[src/irq_arb_pkg.sv]
package irq_arb_pkg;
  // Register offsets; the bus address is four times the offset
  localparam logic [7:0] CENTRAL_IDX = 8'he6;
  localparam logic [7:0] EDGE_IDX = 8'hf2;
  localparam logic [7:0] PEND_IDX = 8'hf3;
  localparam logic [7:0] PRIO_IDX = 8'hf5;
  localparam logic [7:0] EVEC_IDX = 8'hf6;
  localparam logic [7:0] NSTK_IDX = 8'hf7;
  localparam logic [7:0] MASK_IDX = 8'hf4;
  localparam logic [7:0] CPUC_IDX = 8'hf8;
  localparam logic [7:0] ISEG_IDX = 8'hf9;
  // Reset values
  localparam logic [7:0] CENTRAL_RST = 8'h87;
  localparam logic [7:0] EDGE_RST = 8'h00;
  localparam logic [7:0] PRIO_RST = 8'hff;
  localparam logic [7:0] EVEC_RST = 8'h06;
  localparam logic [7:0] MASK_RST = 8'h00;
  localparam logic [7:0] CPUC_RST = 8'h00;
  // Field positions
  localparam int CTL_TL_PEND = 6;
  localparam int CTL_TL_MASK_EN = 5;
  localparam int CTL_IRQ_EN = 4;
  localparam int CTL_ARB_MODE = 3;
  localparam int EVEC_TL_EDGE = 3;
  localparam int EVEC_TL_SRC = 2;
  localparam int EVEC_A0S = 1;
  localparam int EVEC_D0S = 0;
  localparam int NSTK_TL_NONMASK = 7;
  localparam int CPUC_SEGP = 0;
  localparam int CPUC_C0S = 1;
  localparam int CPUC_SER_EN = 2;
  localparam int CPUC_SER_MODE = 3;
  // CPU sequence states
  typedef enum logic [2:0] {
    ST_IDLE = 3'b000,
    ST_PCL = 3'b001,
    ST_PCH = 3'b010,
    ST_SEG = 3'b011,
    ST_FLG = 3'b100,
    ST_VEC = 3'b101
  } seq_state_t;
endpackage

[src/nested_interrupt_arbiter.sv]
// Implementation choice: register access over Wishbone.
`timescale 1ns/1ps
// Functional notes
// - Acknowledge in nested mode pushes level, loads new
// - Entry clears enable, saves level in nested mode, pushes frame, vectors
// - Entry loads code segment or uses irq segment
// - Return pops frame, sets enable, restores level in nested mode
// - Return resumes code segment unless still nested
// - Eight external inputs map to four channel pairs
// - Edge select picks rising or falling trigger
// - Each external channel has its own mask
// - Pair priority: even level, odd next level
// - Channel A0 source pin or timer watchdog
// - Channel B0 source pin or serial peripheral
// - Channel C0 source pin or standard timer
// - Channel D0 source pin or clock reset unit
// - Top-level source pin or watchdog end count
// - Top-level pin edge chosen by edge bit
// - Top-level event sets top-level pending bit
// - Maskable top-level path also needs global enable
// - Non-maskable enable is set-only, reset clears
// - Top-level routine blocks every other grant
// - Top-level handling leaves enable, level, stack alone
// - Acknowledge only strictly more urgent than level
// - Acknowledge clears pending; software can set it
module nested_interrupt_arbiter
  import irq_arb_pkg::*;
(
  input wire logic sys_clk,
  input wire logic reset_n,
  input wire logic clk_en,
  // Classic Wishbone slave
  input wire logic wb_cyc_i,
  input wire logic wb_stb_i,
  input wire logic wb_we_i,
  input wire logic [9:0] wb_adr_i,
  input wire logic [3:0] wb_sel_i,
  input wire logic [31:0] wb_dat_i,
  output logic [31:0] wb_dat_o,
  output logic wb_ack_o,
  // Sources
  input wire logic [7:0] ext_input,
  input wire logic nmi_pin,
  input wire logic wdt_irq,
  input wire logic wdt_end_count,
  input wire logic spi_irq,
  input wire logic standard_timer_irq,
  input wire logic clock_reset_unit_irq,
  input wire logic dma_req,
  // CPU core side
  input wire logic enable_irq_instr,
  input wire logic disable_irq_instr,
  input wire logic iret_instr,
  input wire logic [15:0] pc_in,
  input wire logic [7:0] flags_in,
  input wire logic [7:0] stack_pop_data,
  output logic irq_cycle_busy,
  output logic [7:0] stack_push_data,
  output logic stack_push,
  output logic stack_pop,
  output logic [15:0] vector_out,
  output logic vector_load,
  output logic [7:0] code_segment_reg,
  output logic [7:0] irq_segment_reg,
  output logic use_irq_segment,
  output logic [3:0] ack_channel,
  output logic dma_grant
);

  // Control registers
  logic [7:0] central_ctl_reg; // Pending, enables, mode and current level
  logic [7:0] edge_reg; // Rising or falling trigger per channel
  logic [7:0] pend_reg; // Channel pending flags
  logic [7:0] prio_reg; // Two level bits per pair
  logic [7:0] evec_reg; // Top-level and shared source selects
  logic [6:0] nstk_reg; // Saved levels, one bit per level
  logic tl_nonmask_reg; // Set-only top-level enable
  logic [7:0] mask_reg; // Channel unmask bits
  logic [7:0] cpuc_reg; // Segment push and source selects
  // Previous input levels for edge detection
  logic [7:0] ext_q_reg;
  logic nmi_q_reg;
  logic wdt_eoc_q_reg;
  // Top-level routine in progress
  logic tl_active_reg;
  logic [2:0] in_nest_reg;
  seq_state_t state_reg;
  logic [2:0] pop_cnt_reg;
  logic tl_entry_reg;
  logic [15:0] pc_reg;
  logic [7:0] flags_reg;
  logic [3:0] grant_reg;
  logic [15:0] ret_pc_reg;

  // Lowest set bit: the level saved last, since nesting only goes more urgent
  function automatic logic [2:0] top_of(input logic [6:0] stk);
    logic [2:0] r;
    r = 3'd7;
    for (int i = 6; i >= 0; i--) begin
      if (stk[i]) begin
        r = 3'(i);
      end
    end
    return r;
  endfunction

  // Channel request after source select; edges on the synchronous inputs
  wire [7:0] rise = ext_input & ~ext_q_reg;
  wire [7:0] fall = ~ext_input & ext_q_reg;
  wire [7:0] pin_evt = (edge_reg & rise) | (~edge_reg & fall);
  wire b0_ext = ~cpuc_reg[CPUC_SER_EN] & ~cpuc_reg[CPUC_SER_MODE];
  wire [7:0] src_evt = {pin_evt[7],
    evec_reg[EVEC_D0S] ? clock_reset_unit_irq : pin_evt[6],
    pin_evt[5],
    cpuc_reg[CPUC_C0S] ? pin_evt[4] : standard_timer_irq,
    pin_evt[3],
    b0_ext ? pin_evt[2] : spi_irq,
    pin_evt[1],
    evec_reg[EVEC_A0S] ? pin_evt[0] : wdt_irq};

  // Top-level event
  wire nmi_evt = evec_reg[EVEC_TL_EDGE] ? (nmi_pin & ~nmi_q_reg) : (~nmi_pin & nmi_q_reg);
  wire wdt_evt = wdt_end_count & ~wdt_eoc_q_reg;
  wire tl_evt = evec_reg[EVEC_TL_SRC] ? nmi_evt : wdt_evt;
  wire irq_en = central_ctl_reg[CTL_IRQ_EN];
  wire [2:0] cur_level = central_ctl_reg[2:0];
  wire tl_mask_path = central_ctl_reg[CTL_TL_MASK_EN] & irq_en;
  wire tl_req = central_ctl_reg[CTL_TL_PEND] & (tl_mask_path | tl_nonmask_reg);

  // Priority of each channel: even gets 2*pair, odd next
  logic [2:0] ch_prl [8];
  always_comb begin
    for (int c = 0; c < 8; c++) begin
      ch_prl[c] = {prio_reg[2*(c/2)+1], prio_reg[2*(c/2)], 1'(c % 2)};
    end
  end

  // Pick most urgent masked request; lower channel wins ties
  logic win_vld;
  logic [2:0] win_ch;
  logic [2:0] win_prl;
  always_comb begin
    win_vld = 1'b0;
    win_ch = 3'd0;
    win_prl = 3'd7;
    for (int c = 7; c >= 0; c--) begin
      if (pend_reg[c] && mask_reg[c] && ch_prl[c] <= win_prl) begin
        win_vld = 1'b1;
        win_ch = 3'(c);
        win_prl = ch_prl[c];
      end
    end
  end

  wire idle = (state_reg == ST_IDLE) & ~iret_instr & (pop_cnt_reg == 3'd0);
  wire block = tl_active_reg;
  wire grant_tl = idle & ~block & tl_req;
  wire grant_ch = idle & ~block & ~tl_req & irq_en & win_vld & (win_prl < cur_level);
  wire nested = central_ctl_reg[CTL_ARB_MODE];
  wire segp = cpuc_reg[CPUC_SEGP];
  assign dma_grant = dma_req & ~block & idle & ~grant_tl & ~grant_ch;

  // Wishbone decode
  wire wb_req = wb_cyc_i & wb_stb_i & ~wb_ack_o;
  wire wb_wr = wb_req & wb_we_i & wb_sel_i[0];
  wire [7:0] wa = wb_adr_i[9:2];
  wire wr_central = wb_wr & (wa == CENTRAL_IDX);
  wire wr_pend = wb_wr & (wa == PEND_IDX);
  logic [7:0] rd_mux;
  always_comb begin
    case (wa)
      CENTRAL_IDX: rd_mux = central_ctl_reg;
      EDGE_IDX: rd_mux = edge_reg;
      PEND_IDX: rd_mux = pend_reg;
      PRIO_IDX: rd_mux = prio_reg;
      EVEC_IDX: rd_mux = evec_reg;
      NSTK_IDX: rd_mux = {tl_nonmask_reg, nstk_reg};
      MASK_IDX: rd_mux = mask_reg;
      CPUC_IDX: rd_mux = cpuc_reg;
      default: rd_mux = 8'h00;
    endcase
  end

  // Bus answer one cycle after the request
  always_ff @(posedge sys_clk or negedge reset_n) begin
    if (!reset_n) begin
      wb_ack_o <= 1'b0;
      wb_dat_o <= 32'h0000_0000;
    end else if (clk_en) begin
      wb_ack_o <= wb_req;
      wb_dat_o <= {24'h00_0000, rd_mux};
    end
  end

  // Plain software registers and edge history
  always_ff @(posedge sys_clk or negedge reset_n) begin
    if (!reset_n) begin
      edge_reg <= EDGE_RST;
      prio_reg <= PRIO_RST;
      evec_reg <= EVEC_RST;
      mask_reg <= MASK_RST;
      cpuc_reg <= CPUC_RST;
      ext_q_reg <= 8'h00;
      nmi_q_reg <= 1'b0;
      wdt_eoc_q_reg <= 1'b0;
    end else if (clk_en) begin
      ext_q_reg <= ext_input;
      nmi_q_reg <= nmi_pin;
      wdt_eoc_q_reg <= wdt_end_count;
      if (wb_wr && wa == EDGE_IDX) edge_reg <= wb_dat_i[7:0];
      if (wb_wr && wa == PRIO_IDX) prio_reg <= wb_dat_i[7:0];
      if (wb_wr && wa == EVEC_IDX) evec_reg <= wb_dat_i[7:0];
      if (wb_wr && wa == MASK_IDX) mask_reg <= wb_dat_i[7:0];
      if (wb_wr && wa == CPUC_IDX) cpuc_reg <= wb_dat_i[7:0];
    end
  end

  // Pending flags: events win over clearing
  always_ff @(posedge sys_clk or negedge reset_n) begin
    if (!reset_n) begin
      pend_reg <= 8'h00;
    end else if (clk_en) begin
      pend_reg <= ((wr_pend ? wb_dat_i[7:0] : pend_reg)
                  & ~(grant_ch ? 8'(1 << win_ch) : 8'h00)) | src_evt;
    end
  end

  // Central control, level stack and top-level state
  always_ff @(posedge sys_clk or negedge reset_n) begin
    if (!reset_n) begin
      central_ctl_reg <= CENTRAL_RST;
      nstk_reg <= 7'h00;
      tl_nonmask_reg <= 1'b0;
      tl_active_reg <= 1'b0;
      in_nest_reg <= 3'd0;
    end else if (clk_en) begin
      // Software write first; hardware updates below take precedence
      if (wr_central) central_ctl_reg <= wb_dat_i[7:0];
      if (wb_wr && wa == NSTK_IDX) begin
        nstk_reg <= wb_dat_i[6:0];
        tl_nonmask_reg <= tl_nonmask_reg | wb_dat_i[NSTK_TL_NONMASK];
      end
      if (enable_irq_instr) central_ctl_reg[CTL_IRQ_EN] <= 1'b1;
      if (disable_irq_instr) central_ctl_reg[CTL_IRQ_EN] <= 1'b0;
      if (tl_evt) central_ctl_reg[CTL_TL_PEND] <= 1'b1;
      if (grant_tl) begin
        // Acknowledge clears pending unless a fresh event lands now
        central_ctl_reg[CTL_TL_PEND] <= tl_evt;
        tl_active_reg <= 1'b1;
      end
      if (grant_ch) begin
        central_ctl_reg[CTL_IRQ_EN] <= 1'b0;
        in_nest_reg <= in_nest_reg + 3'd1;
        if (nested) begin
          if (cur_level != 3'd7) nstk_reg[cur_level] <= 1'b1;
          central_ctl_reg[2:0] <= win_prl;
        end
      end
      if (iret_instr && state_reg == ST_IDLE) begin
        if (tl_active_reg) begin
          tl_active_reg <= 1'b0;
        end else begin
          central_ctl_reg[CTL_IRQ_EN] <= 1'b1;
          in_nest_reg <= in_nest_reg - 3'd1;
          if (nested) begin
            central_ctl_reg[2:0] <= top_of(nstk_reg);
            if (top_of(nstk_reg) != 3'd7) nstk_reg[top_of(nstk_reg)] <= 1'b0;
          end
        end
      end
    end
  end

  // Entry and return sequences toward the stack
  always_ff @(posedge sys_clk or negedge reset_n) begin
    if (!reset_n) begin
      state_reg <= ST_IDLE;
      pop_cnt_reg <= 3'd0;
      pc_reg <= 16'h0000;
      flags_reg <= 8'h00;
      grant_reg <= 4'h0;
      tl_entry_reg <= 1'b0;
      ret_pc_reg <= 16'h0000;
      code_segment_reg <= 8'h00;
      irq_segment_reg <= 8'h00;
      use_irq_segment <= 1'b0;
    end else if (clk_en) begin
      if (grant_tl || grant_ch) begin
        state_reg <= ST_PCL;
        pc_reg <= pc_in;
        flags_reg <= flags_in;
        grant_reg <= grant_tl ? 4'h8 : {1'b0, win_ch};
        tl_entry_reg <= grant_tl;
      end
      case (state_reg)
        ST_PCL: state_reg <= ST_PCH;
        ST_PCH: state_reg <= segp ? ST_SEG : ST_FLG;
        ST_SEG: state_reg <= ST_FLG;
        ST_FLG: state_reg <= ST_VEC;
        ST_VEC: begin
          state_reg <= ST_IDLE;
          if (segp) code_segment_reg <= irq_segment_reg;
          else use_irq_segment <= 1'b1;
        end
        default: ;
      endcase
      // Pop order: flags, segment, high, low
      if (iret_instr && state_reg == ST_IDLE) begin
        pop_cnt_reg <= segp ? 3'd4 : 3'd3;
        // Plain code segment again only when no other routine stays open
        if (!segp && (tl_active_reg ? in_nest_reg == 3'd0 : in_nest_reg <= 3'd1)) begin
          use_irq_segment <= 1'b0;
        end
      end else if (pop_cnt_reg != 3'd0) begin
        pop_cnt_reg <= pop_cnt_reg - 3'd1;
        if (segp && pop_cnt_reg == 3'd3) code_segment_reg <= stack_pop_data;
        if (pop_cnt_reg == 3'd2) ret_pc_reg[15:8] <= stack_pop_data;
        if (pop_cnt_reg == 3'd1) ret_pc_reg[7:0] <= stack_pop_data;
      end
      if (wb_wr && wa == ISEG_IDX) irq_segment_reg <= wb_dat_i[7:0];
    end
  end

  // Outputs toward the core
  assign irq_cycle_busy = (state_reg != ST_IDLE) | (pop_cnt_reg != 3'd0);
  assign stack_push = (state_reg == ST_PCL) | (state_reg == ST_PCH)
                    | (state_reg == ST_SEG) | (state_reg == ST_FLG);
  assign stack_push_data = (state_reg == ST_PCL) ? pc_reg[7:0] :
                           (state_reg == ST_PCH) ? pc_reg[15:8] :
                           (state_reg == ST_SEG) ? code_segment_reg : flags_reg;
  assign stack_pop = pop_cnt_reg != 3'd0;
  assign vector_load = state_reg == ST_VEC;
  assign vector_out = {8'h00, 3'b000, grant_reg, 1'b0};
  assign ack_channel = grant_reg;
endmodule

[config.mk]
export PLATFORM = sky130hd
export DESIGN_NAME = nested_interrupt_arbiter
export DESIGN_NICKNAME = d
export VERILOG_FILES = /design/src/irq_arb_pkg.sv /design/src/nested_interrupt_arbiter.sv
export SDC_FILE = /design/constraint.sdc
export NUM_CORES = 1
export LEC_CHECK = 0
export ABC_AREA = 1
export BUFFER_PORTS_ARGS = -buffer_cell sky130_fd_sc_hd__buf_2
export CAP_MARGIN = 5
export CORE_AREA = 2 2 126 128
export CTS_CLUSTER_SIZE = 8
export DETAILED_ROUTE_END_ITERATION = 16
export DIE_AREA = 0 0 128 130
export MAX_ROUTING_LAYER = met4
export PLACE_DENSITY = 0.8
export SLEW_MARGIN = 10
export SYNTH_ARGS = -nofsm -noshare
export SYNTH_HDL_FRONTEND = slang
export SYNTH_SLANG_ARGS = --single-unit
[constraint.sdc]
create_clock -name sys_clk -period 8 [get_ports sys_clk]
set_input_delay 1.2 -clock sys_clk [delete_from_list [all_inputs] [get_ports sys_clk]]
set_output_delay 1.2 -clock sys_clk [all_outputs]
set_load 0.05 [all_outputs]
==> summary.md, run 1 <==
| Metric | Value |
|---|---|
| Vias in the first global route | `between 7000 and 8000` |
| Number of CTS-inserted buffers | `17` |
| Buffers and inverters on the worst path | `11` |
| TritonCTS Sinks | `~140` |
| Crit path DAT | `around 6.6 ns` |
| Synth unique cells | `45` |
| Slowest Stage Delay on Critical Path | `around 0.40 ns` |
| Comb pwr share | `0.301` |
| Yosys reg bits | `approximately 140` |
| Top delay family on crit path | `simple AND/OR/NAND/NOR gates` |
| Slew @ Worst Pin | `~1.0 ns` |
| Top-count cell post-synth | `nand2_1` |
| Initial drt markers | `roughly 850` |
| R2R depth | `64` |
| Critical Path End | `dma_grant` |
| IO Count | `about 190` |
| CTS clk-pin slew, worst paths | `~0.06 ns` |
| Biggest area consumer among synthesized cells | `dfrtp_1` |
| Leakage | `0.00498 uW` |
| Synthesized area | `0.00831 sq mm` |
| Final setup fails | `0` |
| Post-detail-place hpwl | `approximately 17000 um` |
| CP max-delay cell | `dfrtp_1` |
| Max-cap violations | `0` |
| Post-Syn Instances | `1081` |
| CTS tree | `done` |
| DRC viols | `0` |
| Layout cells sized above 1 | `0.242` |
| Reg2Reg Capture Point | `flags_reg[4]` |
| Period utilization | `0.973` |
| Clock root cell | `clkbuf_16` |
| Sw Pwr | `942 uW` |
| Area growth syn-to-layout | `19.5%` |
| Critical Path Start | `pend_reg[7]` |
| Die Y | `roughly 130 um` |
| Largest net degree at the start of global routing | `86` |
| Critical path depth | `60` |
| Largest register FFs | `16` |
| Sequential power share | `0.354` |
| Fmax | `around 130 MHz` |
| First-pass GRT wire length | `38400 um` |
| Routed wire length | `24300 um` |
| Global Route Usage Sum | `0.306` |
| Longest Clk Path Bufs | `2` |
| Hold violation count in the final report | `0` |
| # rows | `between 40 and 50` |
| Sw frac | `0.373` |
| Via count | `~8000` |
| Per-cell routed wire length | `17.0 um` |
| Final Critical Period | `roughly 8 ns` |
| CP Max Fanout | `5` |
| Diodes inserted | `0` |
| Initial DRT Pass Iterations | `6` |
| GPL Wtd Cong | `between 0.9 and 1` |
| Initial core utilization | `0.539` |
| Fin Clk Skew | `0.00611 ns` |
| RSZ-0062 raised after global routing | `yes` |
| Most frequent CP cell | `nand2_4` |
| Antenna Nets Post-Route | `0` |
| Max-slew headroom | `0.328` |
| Crit Reg-Reg Startpoint | `pend_reg[7]` |
| Total negative slack | `0 ns` |
| Pwr dens | `254 mW/mm^2` |
| Die extent in x | `approximately 130 um` |
| Peak VDD IR | `about 0.16 mV` |
| Synth area leaders | `dfrtp_1 37%, nand2_1 11%, o21ai_0 9.7%` |
| R2R setup slack | `between 1 and 1.5 ns` |
| Via density | `~5.6` |
| Hold slack | `0.484 ns` |
| Top-area cell type share of the netlist area | `0.373` |
| Critical Path End Type | `output port` |
| Crit path kind | `register to output port` |
| Clock share of power | `0.345` |
| Die area | `approximately 0.017 sq mm` |
| Total grt overflow | `0` |
| Post-synth EDFFs | `0` |
| H-tree depth | `4` |
| Async SR Flop Fraction | `1.00` |
| Synth warn | `0` |
| Post-Syn Area per Cell | `roughly 7.7 sq um` |
| Total core area | `0.0154 sq mm` |
| Startpoint types | `register` |
| Pins Over Slew Limit | `0` |
| Outcome | `finished clean` |
| Seq/Total Area, Yosys | `0.418` |
| Worst skew pair latency | `0.43 ns` |
| Design Power | `2530 uW` |
| IO Port Bufs | `approximately 120` |
| Layout net count | `about 1300` |
| CP required | `6.80 ns` |
| Initial antenna violation count | `0` |
| Top cells by count, synth | `241 x nand2_1, 161 x o21ai_0, 127 x inv_1` |
| Worst Hold Class | `register to register` |
| Hold Buf Count CTS | `0` |
| Cell-internal power | `~1600 uW` |
| Main synth FF type | `dfrtp_1` |
==> cells in the final DEF (no fill, tap or decap), drive strengths merged, types with 15 or more instances in the layout <==
cell,n
nand3,47
conb,36
o21ai,175
inv,134
clkbuf,19
a21oi,39
buf,160
nor3,15
dfrtp,124
ha,18
nor2,74
nand2,283
==> power groups by stage <==
stage	combinational [uW]	clock (uW)	sequential, uW
after floorplan	537	0	924
after global placement	722	0	897
after detailed placement	739	0	904
after CTS	752	877	892
after global routing	830	910	906
final	760	871	895
==> worst min path at each step <==
| stage | slack [ns] | from | endpoint | cells after the start |
|---|---|---|---|---|
| floorplan | 0.44 | tl_nonmask_reg | tl_nonmask_reg | 2 |
| global placement | 0.46 | tl_nonmask_reg | tl_nonmask_reg | 2 |
| detailed placement | 0.47 | evec_reg[7] | evec_reg[7] | 2 |
| CTS | 0.49 | cpuc_reg[1] | cpuc_reg[1] | 2 |
| global route | 0.51 | wb_dat_o[0] | wb_dat_o[0] | 2 |
| finish | 0.48 | wb_dat_o[0] | wb_dat_o[0] | 2 |
==> routing by layer <==
metal  share of wire  vias up  global-route usage
li1                -     3804                   -
met4           0.041        0               0.133
met2            0.47      440               0.480
met3           0.083       77              0.0685
met5               0        -                   -
met1            0.41     3719               0.385
==> repair_timing <==
action / CTS / global route
endpoints found under the setup margin: 1 / 1
pin swaps: 7 / 35
resized for setup: 16 / 35
buffers inserted: 9 / 17
==> area by class of cell <==
class                   instances  area (sq um)
fillers                      1313          5500
multi-input cells             775          4140
flip-flops and latches        138          3470
repair buffers                160           920
inverters                     134           513
clock buffers                  19           433
well taps                     192           240
clock inverters                13           215
==> cells by family after synthesis <==
| family | count (synthesis) | synth area share |
|---|---|---|
| AO/OA/AOI/OAI | 279 | 0.194 |
| XOR/XNOR | 2 | 0.00211 |
| adder cells (fa/ha/maj) | 18 | 0.0271 |
| buffers and inverters | 203 | 0.117 |
| flip-flops | 138 | 0.418 |
| other | 1 | 0.000451 |
| AND/OR/NAND/NOR | 440 | 0.242 |
==> worst reg2reg max path: cells and delay by family (launching register included) <==
family	cells	cell delay (ns)
AND/OR/NAND/NOR	36	2.98
adder cells (fa/ha/maj)	7	1.76
AO/OA/AOI/OAI	9	1.00
buffers and inverters	12	0.74
flip-flops	1	0.40
==> per-stage QoR <==
step                std cells  worst slack, ns  instance area [sq um]   util
floorplan                1116            0.273                   8440      -
global placement         1373           0.0975                   8930  0.579
detailed placement       1373          -0.0273                   8930  0.579
CTS                      1414          0.00749                   9690  0.628
global route             1431           -0.254                   9930  0.644
finish                   1431            0.217                   9930  0.644
(Power assumes the default switching activity.)
==> inputs of run 2 (changes only) <==
RECOVER_POWER = 50   (was default)
==> run 2 against run 1 <==
  * The run now ends with max-capacitance violations, max-slew violations left
  * Via count grew 0.37%
  * First-iteration DRC count grew 3.0%
  * Wire length grew 0.35%
  * Cell count is the same
  * Non-clock buffer count is the same
  * Clock skew is essentially flat
  * Die area is the same
  * Sequential power is essentially flat
  * Worst hold slack gained 0.00087 ns
  * Global-route usage is the same
  * Largest power group unchanged
  * Highest routed layer unchanged
==> summary.md, run 2 (synthesis results as in run 1) <==
| Metric | Value |
|---|---|
| Outcome | `finished, violations left` |
| Violated checks | `max-capacitance violations, max-slew violations` |
| Slew @ Worst Pin | `4.50 ns` |
| Max-cap violations | `2` |
| Crit path kind | `register to output port` |
| Longest Clk Path Bufs | `2` |
| Diodes inserted | `0` |
| Via density | `about 5.6` |
| Most used cells in the layout excluding fill and tap cells | `233 x nand2_1, 156 x o21ai_0, 124 x dfrtp_1` |
| Cells after DPL | `roughly 1400` |
| TritonCTS Sinks | `between 100 and 150` |
| Slowest Stage Delay on Critical Path | `approximately 0.40 ns` |
| Via count | `~8100` |
| Top Usage Layer GRT | `met2` |
| CTS tree | `done` |
| Met1 usage | `0.385` |
| Antenna Nets Post-Route | `0` |
| Max-slew headroom | `-2.00` |
| Finished Core Util | `0.641` |
| CP Max Fanout | `5` |
| CP required | `6.80 ns` |
| Sw frac | `0.374` |
| Leakage | `a little under 0.005 uW` |
| Fin Clk Skew | `~0.0063 ns` |
| Reg2Reg Capture Point | `flags_reg[4]` |
| Min-delay src | `edge_reg[4]` |
| FF+latch area | `around 0.0035 sq mm` |
| Per-cell routed wire length | `roughly 17 um` |
| H-tree depth | `4` |
| Global Route Usage Sum | `0.306` |
| Pwr dens | `roughly 260 mW/mm^2` |
| GPL Wtd Cong | `approximately 1` |
| Crit Reg-Reg Startpoint | `pend_reg[7]` |
| Startpoint types | `register` |
| Peak VDD IR | `0.167 mV` |
| Hold Buf Count CTS | `0` |
| Die extent in x | `approximately 130 um` |
| IO Count | `around 190` |
| Layout cells sized above 1 | `0.227` |
| Clock share of power | `0.346` |
| Area growth syn-to-layout | `19.1%` |
| Grt met3 use | `0.0685` |
| Clock root cell | `clkbuf_16` |
| CTS clk-pin slew, worst paths | `about 0.060 ns` |
| Total core area | `about 0.015 sq mm` |
| Initial drt markers | `~870` |
| R2R setup slack | `between 0.9 and 1 ns` |
| Multi-input logic area | `0.00414 sq mm` |
| Sw Pwr | `roughly 940 uW` |
| DRC viols | `0` |
| Final Critical Period | `between 7 and 8 ns` |
| Vias in the first global route | `between 7000 and 8000` |
| Die Y | `between 100 and 150 um` |
| Critical Path End Type | `output port` |
| RSZ-0062 raised after global routing | `yes` |
| Fill count | `1321` |
| CP max-delay cell | `dfrtp_1` |
| Largest net degree at the start of global routing | `86` |
| Worst Hold Path EP | `edge_reg[4]` |
| Die area | `0.0166 sq mm` |
| Crit path DAT | `6.58 ns` |
| Period utilization | `0.973` |
| Pins Over Slew Limit | `150` |
| Initial DRT Pass Iterations | `6` |
| Layout net count | `around 1300` |
| First-pass GRT wire length | `38400 um` |
| Initial antenna violation count | `0` |
| Total grt overflow | `0` |
| Hold violation count in the final report | `0` |
| Routed wire length | `24400 um` |
| GR Util met2 | `0.480` |
| Post-detail-place hpwl | `16900 um` |
| Most frequent CP cell | `nand2_4` |
| Largest register FFs | `16` |
| Fmax | `about 130 MHz` |
| Cell-internal power | `roughly 1600 uW` |
| Finished Layout Cells | `between 1000 and 1500` |
| # rows | `46` |
| Worst skew pair latency | `0.43 ns` |
| Hold Path Depth | `2` |
| Sequential power share | `0.354` |
| Commonest non-fill, non-tap cell in the layout | `nand2_1` |
| R2R depth | `64` |
| IO Port Bufs | `approximately 120` |
| Worst Hold Class | `register to register` |
| Number of CTS-inserted buffers | `17` |
| Comb pwr share | `0.299` |
| Initial core utilization | `0.539` |
| Final setup fails | `0` |
## run 2: metrics by stage
step	area (sq um)	total power (uW)	hold WS (ns)	setup TNS, ns	setup slack [ns]
6_report	9890	2530	0.485	0	0.218
5_1_grt	9890	2640	0.512	-0.254	-0.254
4_1_cts	9690	2520	0.488	0	0.00749
3_5_place_dp	8930	1640	0.473	-0.0273	-0.0273
3_3_place_gp	8930	1620	0.464	0	0.0975
2_1_floorplan	8440	1460	0.436	0	0.273
## run 2: worst max-delay path by stage
stage                      from   endpoint  slack (ns)
floorplan           prio_reg[4]  dma_grant        0.27
global placement    pend_reg[6]  dma_grant         0.1
detailed placement  pend_reg[6]  dma_grant       -0.03
CTS                 prio_reg[6]  dma_grant       0.007
global route        pend_reg[7]  dma_grant       -0.25
finish              pend_reg[7]  dma_grant        0.22
## run 2: per-layer routing
metal  vias to the layer above  wire (um)
met1                      3747       9970
met3                        81       2030
met5                         -          0
met4                         0        983
met2                       433      11400
li1                       3809          -
## run 2: layout make-up
| class | instances | area share |
|---|---|---|
| Sequential cell | 138 | 0.351 |
| Clock inverter | 13 | 0.0218 |
| Tap cell | 192 | 0.0243 |
| Clock buffer | 19 | 0.0438 |
| Timing Repair Buffer | 160 | 0.0894 |
| Multi-Input combinational cell | 775 | 0.418 |
| Inverter | 134 | 0.0518 |
## run 2: power groups by stage
stage | logic [uW] | registers (uW) | clock network, uW
finish | 756 | 895 | 874
global route | 827 | 907 | 910
CTS | 752 | 892 | 877
detailed placement | 739 | 904 | 0
global placement | 722 | 897 | 0
floorplan | 537 | 924 | 0
## run 2: worst max-delay path, delay by kind of cell (launching register included)
family	cells	cell delay [ns]
and+or+nand+nor	34	2.41
buffers and inverters	11	0.67
adders and majority gates	7	1.76
AOI/OAI and AO/OA	8	0.94
DFF	1	0.40
## run 2: repair_timing
| action | CTS | global route |
|---|---|---|
| buffers inserted | 9 | 17 |
| endpoints found under the setup margin | 1 | 1 |
| resized for setup | 16 | 35 |
| pin swaps | 7 | 35 |
